**src/verilog/adsc_defines.svh**
```systemverilog
`ifndef ADSC_DEFINES_SVH
`define ADSC_DEFINES_SVH
// Register byte addresses on the bus.
`define ADSC_OFS_RUN 8'h00
`define ADSC_OFS_MODE 8'h04
`define ADSC_OFS_REF 8'h08
`define ADSC_OFS_TRIG 8'h0c
`define ADSC_OFS_LOWER 8'h10
`define ADSC_OFS_UPPER 8'h14
`define ADSC_OFS_RESULT 8'h18
// Run register fields.
`define ADSC_RUN_BIT 7
`define ADSC_DIV_HI 5
`define ADSC_DIV_LO 3
`define ADSC_CEN_BIT 0
// Mode register fields.
`define ADSC_CHM_BIT 7
`define ADSC_SCW_HI 6
`define ADSC_SCW_LO 5
`define ADSC_REP_BIT 3
`define ADSC_SPD_HI 1
`define ADSC_SPD_LO 0
// Reference register fields.
`define ADSC_PREF_HI 7
`define ADSC_PREF_LO 6
`define ADSC_NREF_BIT 5
`define ADSC_RCK_BIT 3
`define ADSC_TAG_BIT 1
// Trigger register fields.
`define ADSC_TMD_HI 7
`define ADSC_TMD_LO 6
// Reset values.
`define ADSC_RST_RUN 8'h00
`define ADSC_RST_MODE 8'h00
`define ADSC_RST_REF 8'h00
`define ADSC_RST_TRIG 8'h00
// Timing.
`define ADSC_CLK_MHZ 200
`define ADSC_SETTLE_NS 1000
`define ADSC_SETTLE_CYC ((`ADSC_SETTLE_NS * `ADSC_CLK_MHZ + 999) / 1000)
`define ADSC_CONV_HS 7'd45
`define ADSC_CONV_LC 7'd54
`endif

```
**src/verilog/adsc_pkg.sv**
```systemverilog
package adsc_pkg;
  typedef enum logic [1:0] {
    ADSC_TRG_SW,
    ADSC_TRG_SW2,
    ADSC_TRG_HW_NOWAIT,
    ADSC_TRG_HW_WAIT
  } adsc_trig_t;
  typedef enum logic [1:0] {
    ADSC_ST_IDLE,
    ADSC_ST_SETTLE,
    ADSC_ST_CONV,
    ADSC_ST_HOLD
  } adsc_state_t;
endpackage

```
**src/verilog/adsc_clk_if.sv**
```systemverilog
`timescale 1ns/100ps
interface adsc_clk_if;
  logic [2:0] div;
  logic run;
  logic tick;
  modport ctl (output div, output run, input tick);
  modport gen (input div, input run, output tick);
endinterface

```
**src/verilog/adsc_ctrl.sv**
```systemverilog
`timescale 1ns/100ps
`include "adsc_defines.svh"
// How it works
// - run and enable bits encode stopped, standby and running states.
// - hardware wait mode inserts a 1 us settling wait after trigger.
// - run set by software write outside wait mode, or by trigger in wait mode.
// - zero write clears run; single-shot auto-clears except no-wait.
// - reading run returns state, settling counts as running.
// - divider codes 0 to 5 select division by 32 down to 1.
// - speed code 00 is 45 clocks, code 11 is 54 clocks.
// - continuous wait mode settles only after the first trigger.
// - channel mode bit picks single channel or scan.
// - scan width codes give four, three or two channels.
// - repetition bit picks continuous or single-shot.
// - positive reference code picks supply, pin or internal.
// - negative reference bit picks ground or pin.
// - range check decides whether result is stored and flagged.
// - scan results with tagging carry channel in bits 15:12.
// - a conversion-complete request follows every conversion whose result the range check keeps.
module adsc_ctrl
  import adsc_pkg::*;
(
  // Clock and reset.
  input wire logic clk_i,
  input wire logic rst_i,
  // Classic Wishbone slave.
  input wire logic wb_cyc_i,
  input wire logic wb_stb_i,
  input wire logic wb_we_i,
  input wire logic [7:0] wb_adr_i,
  input wire logic [3:0] wb_sel_i,
  input wire logic [31:0] wb_dat_i,
  output logic [31:0] wb_dat_o,
  output logic wb_ack_o,
  // Hardware trigger pin.
  input wire logic hw_trigger_i,
  // Analog core.
  input wire logic [11:0] sar_value_i,
  output logic comparator_enable_o,
  output logic sample_o,
  output logic conversion_clock_o,
  output logic [1:0] channel_index_o,
  output logic [1:0] pos_ref_select_o,
  output logic neg_ref_select_o,
  // Conversion complete request.
  output logic conv_done_o
);
  logic conv_run_bit;
  logic comparator_enable_bit;
  logic [2:0] conv_clock_divider;
  logic [7:0] mode_reg;
  logic [7:0] ref_reg;
  logic [7:0] trig_reg;
  logic [11:0] lower_limit_value;
  logic [11:0] upper_limit_value;
  logic [15:0] conversion_result;
  logic [1:0] trg_meta;
  logic trg_prev;
  logic trg_edge;
  adsc_state_t state;
  logic [7:0] settle_cnt;
  logic settled;
  logic [6:0] clk_cnt;
  logic [1:0] chan;
  logic conv_end;
  logic last_chan;
  logic wr;
  logic run_wr1;
  logic run_wr0;
  adsc_trig_t trig_mode;
  logic channel_mode_select;
  logic repetition_select;
  logic [1:0] speed_power_select;
  logic [1:0] scan_last;
  logic [6:0] conv_len;
  logic range_check_select;
  logic channel_tag_enable;
  logic in_range;
  logic keep;
  adsc_clk_if cif ();

  ////////////////////////////////////////////////////////////////////////////
  // Field decode.
  assign trig_mode = adsc_trig_t'(trig_reg[`ADSC_TMD_HI:`ADSC_TMD_LO]);
  assign channel_mode_select = mode_reg[`ADSC_CHM_BIT];
  assign repetition_select = mode_reg[`ADSC_REP_BIT];
  assign speed_power_select = mode_reg[`ADSC_SPD_HI:`ADSC_SPD_LO];
  assign range_check_select = ref_reg[`ADSC_RCK_BIT];
  assign channel_tag_enable = ref_reg[`ADSC_TAG_BIT];
  assign pos_ref_select_o = ref_reg[`ADSC_PREF_HI:`ADSC_PREF_LO];
  assign neg_ref_select_o = ref_reg[`ADSC_NREF_BIT];
  assign comparator_enable_o = comparator_enable_bit;

  // Scan width 00/01/10 ends at index 3/2/1; single mode stays on index 0.
  always_comb begin
    if (!channel_mode_select) begin
      scan_last = 2'h0;
    end else begin
      case (mode_reg[`ADSC_SCW_HI:`ADSC_SCW_LO])
        2'h1: scan_last = 2'h2;
        2'h2: scan_last = 2'h1;
        default: scan_last = 2'h3;
      endcase
    end
  end

  // Prohibited speed codes fall back to the high-speed length.
  assign conv_len = (speed_power_select == 2'h3) ? `ADSC_CONV_LC
                                                 : `ADSC_CONV_HS;

  ////////////////////////////////////////////////////////////////////////////
  // Wishbone access; one wait cycle then ack, dropped the cycle after.
  // Writes land on the edge that sees ack high, the same edge at which the
  // master completes the cycle, so a held request never writes twice.
  assign wr = wb_cyc_i && wb_stb_i && wb_we_i && wb_ack_o && wb_sel_i[0];
  assign run_wr1 = wr && (wb_adr_i == `ADSC_OFS_RUN)
                   && wb_dat_i[`ADSC_RUN_BIT];
  assign run_wr0 = wr && (wb_adr_i == `ADSC_OFS_RUN)
                   && !wb_dat_i[`ADSC_RUN_BIT];

  always_ff @(posedge clk_i) begin
    if (rst_i) begin
      wb_ack_o <= 1'b0;
    end else begin
      wb_ack_o <= wb_cyc_i && wb_stb_i && !wb_ack_o;
    end
  end

  // Read data is registered in the request cycle so it is valid with ack.
  always_ff @(posedge clk_i) begin
    if (rst_i) begin
      wb_dat_o <= 32'h0;
    end else begin
      case (wb_adr_i)
        `ADSC_OFS_RUN: wb_dat_o <= {24'h0, conv_run_bit, 1'b0,
          conv_clock_divider, 2'b00, comparator_enable_bit};
        `ADSC_OFS_MODE: wb_dat_o <= {24'h0, mode_reg};
        `ADSC_OFS_REF: wb_dat_o <= {24'h0, ref_reg};
        `ADSC_OFS_TRIG: wb_dat_o <= {24'h0, trig_reg};
        `ADSC_OFS_LOWER: wb_dat_o <= {20'h0, lower_limit_value};
        `ADSC_OFS_UPPER: wb_dat_o <= {20'h0, upper_limit_value};
        `ADSC_OFS_RESULT: wb_dat_o <= {16'h0, conversion_result};
        default: wb_dat_o <= 32'h0;
      endcase
    end
  end

  // Configuration registers; reserved bits are held at zero.
  always_ff @(posedge clk_i) begin
    if (rst_i) begin
      conv_clock_divider <= 3'h0;
      comparator_enable_bit <= 1'b0;
      mode_reg <= `ADSC_RST_MODE;
      ref_reg <= `ADSC_RST_REF;
      trig_reg <= `ADSC_RST_TRIG;
      lower_limit_value <= 12'h0;
      upper_limit_value <= 12'hfff;
    end else if (wr) begin
      case (wb_adr_i)
        `ADSC_OFS_RUN: begin
          // Software owns and we simply store.
          conv_clock_divider <= wb_dat_i[`ADSC_DIV_HI:`ADSC_DIV_LO];
          comparator_enable_bit <= wb_dat_i[`ADSC_CEN_BIT];
        end
        `ADSC_OFS_MODE: mode_reg <= wb_dat_i[7:0] & 8'heb;
        `ADSC_OFS_REF: ref_reg <= wb_dat_i[7:0] & 8'hea;
        `ADSC_OFS_TRIG: trig_reg <= wb_dat_i[7:0] & 8'hc0;
        `ADSC_OFS_LOWER: lower_limit_value <= wb_dat_i[11:0];
        `ADSC_OFS_UPPER: upper_limit_value <= wb_dat_i[11:0];
        default: ;
      endcase
    end
  end

  ////////////////////////////////////////////////////////////////////////////
  // Trigger pin synchroniser and rising edge detect.
  always_ff @(posedge clk_i) begin
    if (rst_i) begin
      trg_meta <= 2'b00;
      trg_prev <= 1'b0;
    end else begin
      trg_meta <= {trg_meta[0], hw_trigger_i};
      trg_prev <= trg_meta[1];
    end
  end
  // Only the second flop feeds the detector; the first may be metastable.
  assign trg_edge = trg_meta[1] && !trg_prev;

  ////////////////////////////////////////////////////////////////////////////
  // Run bit: write zero always wins; auto-clear after single-shot set.
  always_ff @(posedge clk_i) begin
    if (rst_i) begin
      conv_run_bit <= 1'b0;
    end else if (run_wr0 || !comparator_enable_bit) begin
      conv_run_bit <= 1'b0;
    end else if (trig_mode == ADSC_TRG_HW_WAIT) begin
      if (trg_edge) begin
        conv_run_bit <= 1'b1;
      end else if (conv_end && last_chan && repetition_select) begin
        conv_run_bit <= 1'b0;
      end
    end else if (run_wr1) begin
      conv_run_bit <= 1'b1;
    end else if (conv_end && last_chan && repetition_select
                 && trig_mode != ADSC_TRG_HW_NOWAIT) begin
      conv_run_bit <= 1'b0;
    end
  end

  ////////////////////////////////////////////////////////////////////////////
  // Sequencer. Hardware modes wait in HOLD for each trigger that arrives with run already set.
  assign cif.div = conv_clock_divider;
  // Gating with the run bit stops the clock to the core in the cycle after
  // a single-shot end under software trigger, while the state has not yet left conversion.
  assign cif.run = (state == ADSC_ST_CONV) && conv_run_bit;
  assign conv_end = cif.tick && (clk_cnt == conv_len - 7'd1);
  assign last_chan = (chan == scan_last);

  always_ff @(posedge clk_i) begin
    if (rst_i || !conv_run_bit) begin
      state <= ADSC_ST_IDLE;
      settle_cnt <= 8'h0;
      settled <= 1'b0;
    end else begin
      case (state)
        ADSC_ST_IDLE: begin
          if (trig_mode == ADSC_TRG_HW_WAIT && !settled) begin
            state <= ADSC_ST_SETTLE;
          end else if (trig_mode[1]) begin
            state <= ADSC_ST_HOLD;
          end else begin
            state <= ADSC_ST_CONV;
          end
        end
        ADSC_ST_SETTLE: begin
          settle_cnt <= settle_cnt + 8'h1;
          if (settle_cnt == 8'(`ADSC_SETTLE_CYC - 1)) begin
            settled <= 1'b1;
            state <= ADSC_ST_CONV;
          end
        end
        ADSC_ST_CONV: begin
          if (conv_end && last_chan) begin
            state <= (trig_mode[1]) ? ADSC_ST_HOLD : ADSC_ST_CONV;
          end
        end
        ADSC_ST_HOLD: begin
          if (trg_edge) begin
            state <= ADSC_ST_CONV;
          end
        end
        default: state <= ADSC_ST_IDLE;
      endcase
    end
  end

  // Conversion clock count and channel index.
  always_ff @(posedge clk_i) begin
    if (rst_i || state != ADSC_ST_CONV) begin
      clk_cnt <= 7'h0;
      chan <= 2'h0;
    end else if (cif.tick) begin
      if (conv_end) begin
        clk_cnt <= 7'h0;
        chan <= last_chan ? 2'h0 : chan + 2'h1;
      end else begin
        clk_cnt <= clk_cnt + 7'h1;
      end
    end
  end

  // Sampling covers the first 13.5 clocks; 14 whole clocks here.
  assign sample_o = cif.run && (clk_cnt < 7'd14);
  assign conversion_clock_o = cif.tick;
  assign channel_index_o = chan;

  ////////////////////////////////////////////////////////////////////////////
  // Range check gates result storage and the done pulse.
  assign in_range = (sar_value_i >= lower_limit_value)
                    && (sar_value_i <= upper_limit_value);
  assign keep = in_range ^ range_check_select;

  always_ff @(posedge clk_i) begin
    if (rst_i) begin
      conversion_result <= 16'h0;
      conv_done_o <= 1'b0;
    end else begin
      conv_done_o <= conv_end && keep;
      if (conv_end && keep) begin
        conversion_result <= {(channel_mode_select && channel_tag_enable)
          ? {2'b00, chan} : 4'h0, sar_value_i};
      end
    end
  end

  adsc_clkdiv u_div (
    .clk_i(clk_i),
    .rst_i(rst_i),
    .cif(cif.gen)
  );

  ////////////////////////////////////////////////////////////////////////////
  // Checks.
  chk_run_needs_en: assert property (@(posedge clk_i) disable iff (rst_i)
    conv_run_bit |-> comparator_enable_bit)
    else $error("run set with enable clear");
  // The settling counter must have run its full length when settling ends.
  chk_settle_len: assert property (@(posedge clk_i) disable iff (rst_i)
    $fell(state == ADSC_ST_SETTLE) && conv_run_bit |->
    $past(settle_cnt) == 8'(`ADSC_SETTLE_CYC - 1))
    else $error("settle length wrong");
  chk_zero_clears: assert property (@(posedge clk_i) disable iff (rst_i)
    run_wr0 |=> !conv_run_bit)
    else $error("run not cleared");
  chk_div_one: assert property (@(posedge clk_i) disable iff (rst_i)
    cif.run && conv_clock_divider == 3'h5 |-> cif.tick)
    else $error("divide by one broken");
  chk_done_gate: assert property (@(posedge clk_i) disable iff (rst_i)
    conv_done_o |-> $past(keep))
    else $error("done without range pass");
  chk_done_follows: assert property (@(posedge clk_i) disable iff (rst_i)
    conv_end && keep |=> conv_done_o)
    else $error("missing done");
  chk_single_chan: assert property (@(posedge clk_i) disable iff (rst_i)
    !channel_mode_select |-> chan == 2'h0)
    else $error("single mode stepped channel");
  chk_wait_set: assert property (@(posedge clk_i) disable iff (rst_i)
    trig_mode == ADSC_TRG_HW_WAIT && trg_edge && comparator_enable_bit
    && !run_wr0 |=> conv_run_bit)
    else $error("trigger did not set run");
  cov_scan: cover property (@(posedge clk_i) conv_end && chan == 2'h3);
  cov_settle: cover property (@(posedge clk_i) state == ADSC_ST_SETTLE);
  cov_auto: cover property (@(posedge clk_i) $fell(conv_run_bit) && !run_wr0);
endmodule

```
**src/verilog/adsc_clkdiv.sv**
```systemverilog
`timescale 1ns/100ps
`include "adsc_defines.svh"
module adsc_clkdiv
  import adsc_pkg::*;
(
  // Clock and reset.
  input wire logic clk_i,
  input wire logic rst_i,
  // Divider control.
  adsc_clk_if.gen cif
);
  logic [4:0] cnt;
  logic [4:0] limit;

  // Codes 0..5 give /32 down to /1.
  always_comb begin
    case (cif.div)
      3'h0: limit = 5'h1f;
      3'h1: limit = 5'h0f;
      3'h2: limit = 5'h07;
      3'h3: limit = 5'h03;
      3'h4: limit = 5'h01;
      default: limit = 5'h00;
    endcase
  end

  // Counter restarts whenever the converter is idle so ticks align to start.
  always_ff @(posedge clk_i) begin
    if (rst_i || !cif.run || cnt >= limit) begin
      cnt <= 5'h00;
    end else begin
      cnt <= cnt + 5'h01;
    end
  end

  assign cif.tick = cif.run && (cnt >= limit);
endmodule

```
**config.mk**
```make
export PLATFORM = sky130hd
export DESIGN_NAME = adsc_ctrl
export DESIGN_NICKNAME = d
export VERILOG_FILES = /design/src/verilog/adsc_pkg.sv /design/src/verilog/adsc_clk_if.sv /design/src/verilog/adsc_ctrl.sv /design/src/verilog/adsc_clkdiv.sv
export VERILOG_INCLUDE_DIRS = /design/src /design/src/verilog
export SDC_FILE = /design/constraint.sdc
export NUM_CORES = 1
export LEC_CHECK = 0
export BUFFER_PORTS_ARGS = -buffer_cell sky130_fd_sc_hd__buf_2
export CAP_MARGIN = 10
export CORE_MARGIN = 1.5
export CORE_UTILIZATION = 35
export DETAILED_ROUTE_END_ITERATION = 8
export PLACE_DENSITY = 0.63
export SLEW_MARGIN = 20
export SYNTH_ARGS = -nofsm -noshare
export SYNTH_HDL_FRONTEND = slang
export SYNTH_SLANG_ARGS = --single-unit
```
**constraint.sdc**
```tcl
create_clock -name clk_i -period 2.2 [get_ports clk_i]
set_clock_uncertainty 0.05 [all_clocks]
set_input_delay 0.11 -clock clk_i [delete_from_list [all_inputs] [get_ports clk_i]]
set_output_delay 0.11 -clock clk_i [all_outputs]
set_load 0.02 [all_outputs]
```
==> Flow_metrics.wiki <==
{| class="wikitable"
! Metric !! Value
|-
| Most common cell in the synthesized netlist || nand2_1
|-
| Final number of max-transition violations || 0
|-
| Wirelength, routed || roughly 14,000 um
|-
| Vias per cell || 5.15
|-
| Stage delay of the slowest cell on the critical path || between 0.3 and 0.4 ns
|-
| Combinational family with the most area after synthesis || simple AND/OR/NAND/NOR gates
|-
| Chip width || between 100 and 150 um
|-
| Overall die area || 0.0152 mm2
|-
| Outcome || finished, violations left
|-
| Initial Utilization || 36.2%
|-
| Area share of the leading cell type in the synthesized netlist || about two fifths
|-
| Asr flop ratio synth || 0%
|-
| DRT Pass-1 Iters || 4
|-
| Critical Path Sink || conversion_clock_o
|-
| DP HPWL || 10,200 um
|-
| Startpoint type of the worst setup path || flop
|-
| Antenna Diode Count || 0
|-
| Category of the worst setup path capture point || primary output
|-
| Worst Reg-to-Reg Cells || 9
|-
| Synth Area in Compound Gates || about 15%
|-
| Data arrival, critical path || approximately 2.1 ns
|-
| Vertical die dimension || 123 um
|-
| Rel. slew slack || about two thirds
|-
| Deepest level of the CTS H-tree || 3
|-
| Clk_lat worst skew || 0.35 ns
|-
| Library cell occupying the most area in the post-synthesis netlist || dfxtp_1
|-
| Maximum clock frequency || 0.444 GHz
|-
| Violated checks || negative setup slack
|-
| Area of all placed cells without fillers || 0.00655 mm2
|-
| Post-route ant nets || 0
|-
| Worst endpoint required time || 2.04 ns
|-
| Reported max-cap violation count || 0
|-
| Most frequent cells after synthesis || nand2_1, dfxtp_1, a21oi_1
|-
| Max clock buf depth || 2
|-
| Post-synthesis cell type count || 57
|-
| Share of layout cells above drive strength 1 || 25.8%
|-
| Sequential-to-total area share from yosys stat || 39.4%
|-
| Flop and latch count out of synthesis || 100
|-
| Multiplexer share of the synthesized area || approximately 5.6%
|-
| Sequence of cells on the critical path || or3_4 > ha_4 > a21oi_2 > nor2_2 > a41oi_4 > buf_6 > inv_8 > buf_6
|-
| Cell seen most often among critical-path stages || buf_6
|-
| CP max stage cell || or3_4
|-
| Register clock-pin slew on the reported worst setup and hold paths || ~0.070 ns
|-
| Number of port buffers || 62
|-
| Areal power density over the cells || 608 mW/mm2
|-
| Min Tclk post-route || around 2.3 ns
|-
| Worst setup startpoint || cif.div[2]$_SDFFE_PP0P_
|-
| Number of nets in the layout || roughly 800
|-
| Boundary Pins || 104
|-
| Adder and majority cell fraction of the synthesized area || 7.88%
|-
| Leftover overflow at the end of global routing || 0
|-
| Number of gates on the worst path with buffers counted || 8
|-
| Hold slack || 0.0141 ns
|-
| Gate family responsible for the most delay along the worst path || simple AND/OR/NAND/NOR gates
|-
| Worst slack at placement || -0.106 ns
|-
| Number of antenna violations at the first check in global routing || 1
|-
| Area Overhead vs Synth || 28.9%
|-
| Area of the placeable core || 0.0140 mm2
|-
| Setup repair after global routing missed its margin || true
|-
| Number of hold violations in the final report || 0
|-
| Wire length per cell || 15.6 um
|-
| Final setup viols || 17
|-
| Largest net degree at the start of global routing || 35
|-
| Total Routing Usage GR || about a fifth
|-
| Largest cells by area after synthesis || dfxtp_1, nand2_1, ha_1
|-
| Biggest registers after layout || conversion_result: 14 flops, wb_dat_o: 14 flops
|-
| Highest ir drop seen on vdd || 0.000440 V
|-
| Post-synthesis instance total || 603
|-
| Area share of xor/xnor cells in the synthesized design || 2.59%
|-
| Number of fill cells in the layout || between 1k and 1.5k
|-
| Worst slew pin tran || 0.492 ns
|-
| Class of the tightest hold or removal check || input pin to flop
|-
| Mean post-synth cell area || 8.42 um2
|-
| Final period utilization || 102%
|-
| Critical path start-end classification || flop to primary output
|-
| Reg2Reg Launch Point || cif.div[2]$_SDFFE_PP0P_
|-
| Fraction of the mapped netlist area in simple logic gates || 22.2%
|-
| Total number of vias || between 4k and 5k
|-
| Leakage dissipation || between 2 and 3 nW
|-
| Final estimated routing congestion in global placement || just over 0.9
|-
| Multi-input gate area in the final layout || 0.00299 mm2
|-
| Crit path buffers/inverters || 3
|-
| Final non-filler cell total || 893
|-
| Cell area after synthesis || roughly 0.005 mm2
|-
| Synth warnings || 0
|-
| DP Area || 0.00576 mm2
|-
| First-pass GRT wire length || roughly 23,000 um
|-
| Inst Count DP || 855
|-
| Minimum setup slack among reg-to-reg paths || -0.03 ns
|-
| TritonCTS clock tree || built
|-
| Number of global-route vias before repair || 4,550
|-
| Critical Path Fanout Max || 6
|-
| Area taken by flip-flops and latches || 0.00202 mm2
|-
| Root cell of the clock tree || clkbuf_16
|-
| Number of enable-type register cells in the synthesized netlist || 0
|-
| Worst setup slack after layout || -0.0505 ns
|-
| CTS sink count || 100
|-
| Reg-to-Reg End || conversion_result[8]$_SDFFE_PP0P_
|-
| Violation count after the first detailed-route iteration || 247
|-
| Number of standard-cell rows in the floorplan || 43
|-
| DRC errors left || 0
|-
| Number of buffers inserted during clock tree synthesis || 9
|-
| Most frequently used flop master after synthesis || dfxtp_1
|}
-- area by class of cell --
cell class                      count  share of cell area (%)
Sequential cell                   100                    30.8
Timing Repair Buffer              122                    12.7
Multi-Input combinational cell    445                    45.6
Inverter                           30                    1.83
Tap cell                          180                    3.44
Clock inverter                      6                    2.08
Clock buffer                       10                    3.50
-- cells by family after synthesis --
logic type	after synthesis
compound gates	114
xor+xnor	15
fa+ha+maj	32
buf+inv	75
flops	100
mux	27
other cells	1
simple gates	239
-- how the worst min path moves through the flow --
stage	cells after the start	start	endpoint	slack, ns
after floorplan	2	wb_dat_i[0]	upper_limit_value[0]$_SDFFE_PP1P_	0.18
after global placement	2	hw_trigger_i	trg_meta[0]$_SDFF_PP0_	0.28
after detailed placement	2	hw_trigger_i	trg_meta[0]$_SDFF_PP0_	0.30
after CTS	3	sar_value_i[7]	conversion_result[7]$_SDFFE_PP0P_	0.004
after global routing	3	wb_dat_i[5]	lower_limit_value[5]$_SDFFE_PP0P_	0.006
final	3	sar_value_i[11]	conversion_result[11]$_SDFFE_PP0P_	0.01
-- layer usage --
layer  GRT usage, %  vias up  wire length (um)
li1               -     2291                 -
met1           23.3     2151              6050
met2           32.6      119              6810
met3           5.12       33               710
met4           7.04        2               386
met5              0        -                13
-- cell usage in the layout, fill, tap and decap left out, types with 14 or more instances in the layout --
cell and n:
inv_1 26, buf_4 37, nand2_1 109, a22oi_1 14
nand3_1 20, buf_2 61, mux2i_1 23, nor2_1 39
conb_1 18, dfxtp_1 88, a21oi_1 42, ha_1 25
dlygate4sd3_1 17
-- worst reg2reg max path, cell delays in order, from the launching register on --
cell and delay [ns]:
dfxtp_4 0.36, or3_4 0.39, ha_4 0.23, a21oi_2 0.14, nor2_2 0.06, a41oi_4 0.24
nor3b_2 0.12, mux2i_4 0.21, buf_6 0.17, mux2i_1 0.20
-- timing repair --
item	4_1_cts	5_1_grt
pin swaps	12	19
hold buffers	17	0
endpoints found under the setup margin	21	30
gates cloned	0	0
gates resized for setup	18	37
setup buffers	3	2
hold endpoints to repair	25	0
-- power breakdown --
part           internal (mW)  total (mW)  switching [mW]
sequential              1.81        1.81         0.00107
combinational         0.0987       0.252           0.153
clock                   1.23        1.92           0.688
-- metrics by stage --
| step | power [mW] | TNS [ns] | util [%] |
|---|---|---|---|
| floorplan | 1.99 | -0.235 | - |
| global placement | 2.06 | -0.402 | 41.0 |
| detailed placement | 2.06 | -1.49 | 41.0 |
| finish | 3.98 | -0.247 | 46.6 |
| CTS | 4.00 | -0.947 | 45.7 |
| global route | 4.10 | -2.60 | 46.6 |
Power figures use the tool's default switching activity.
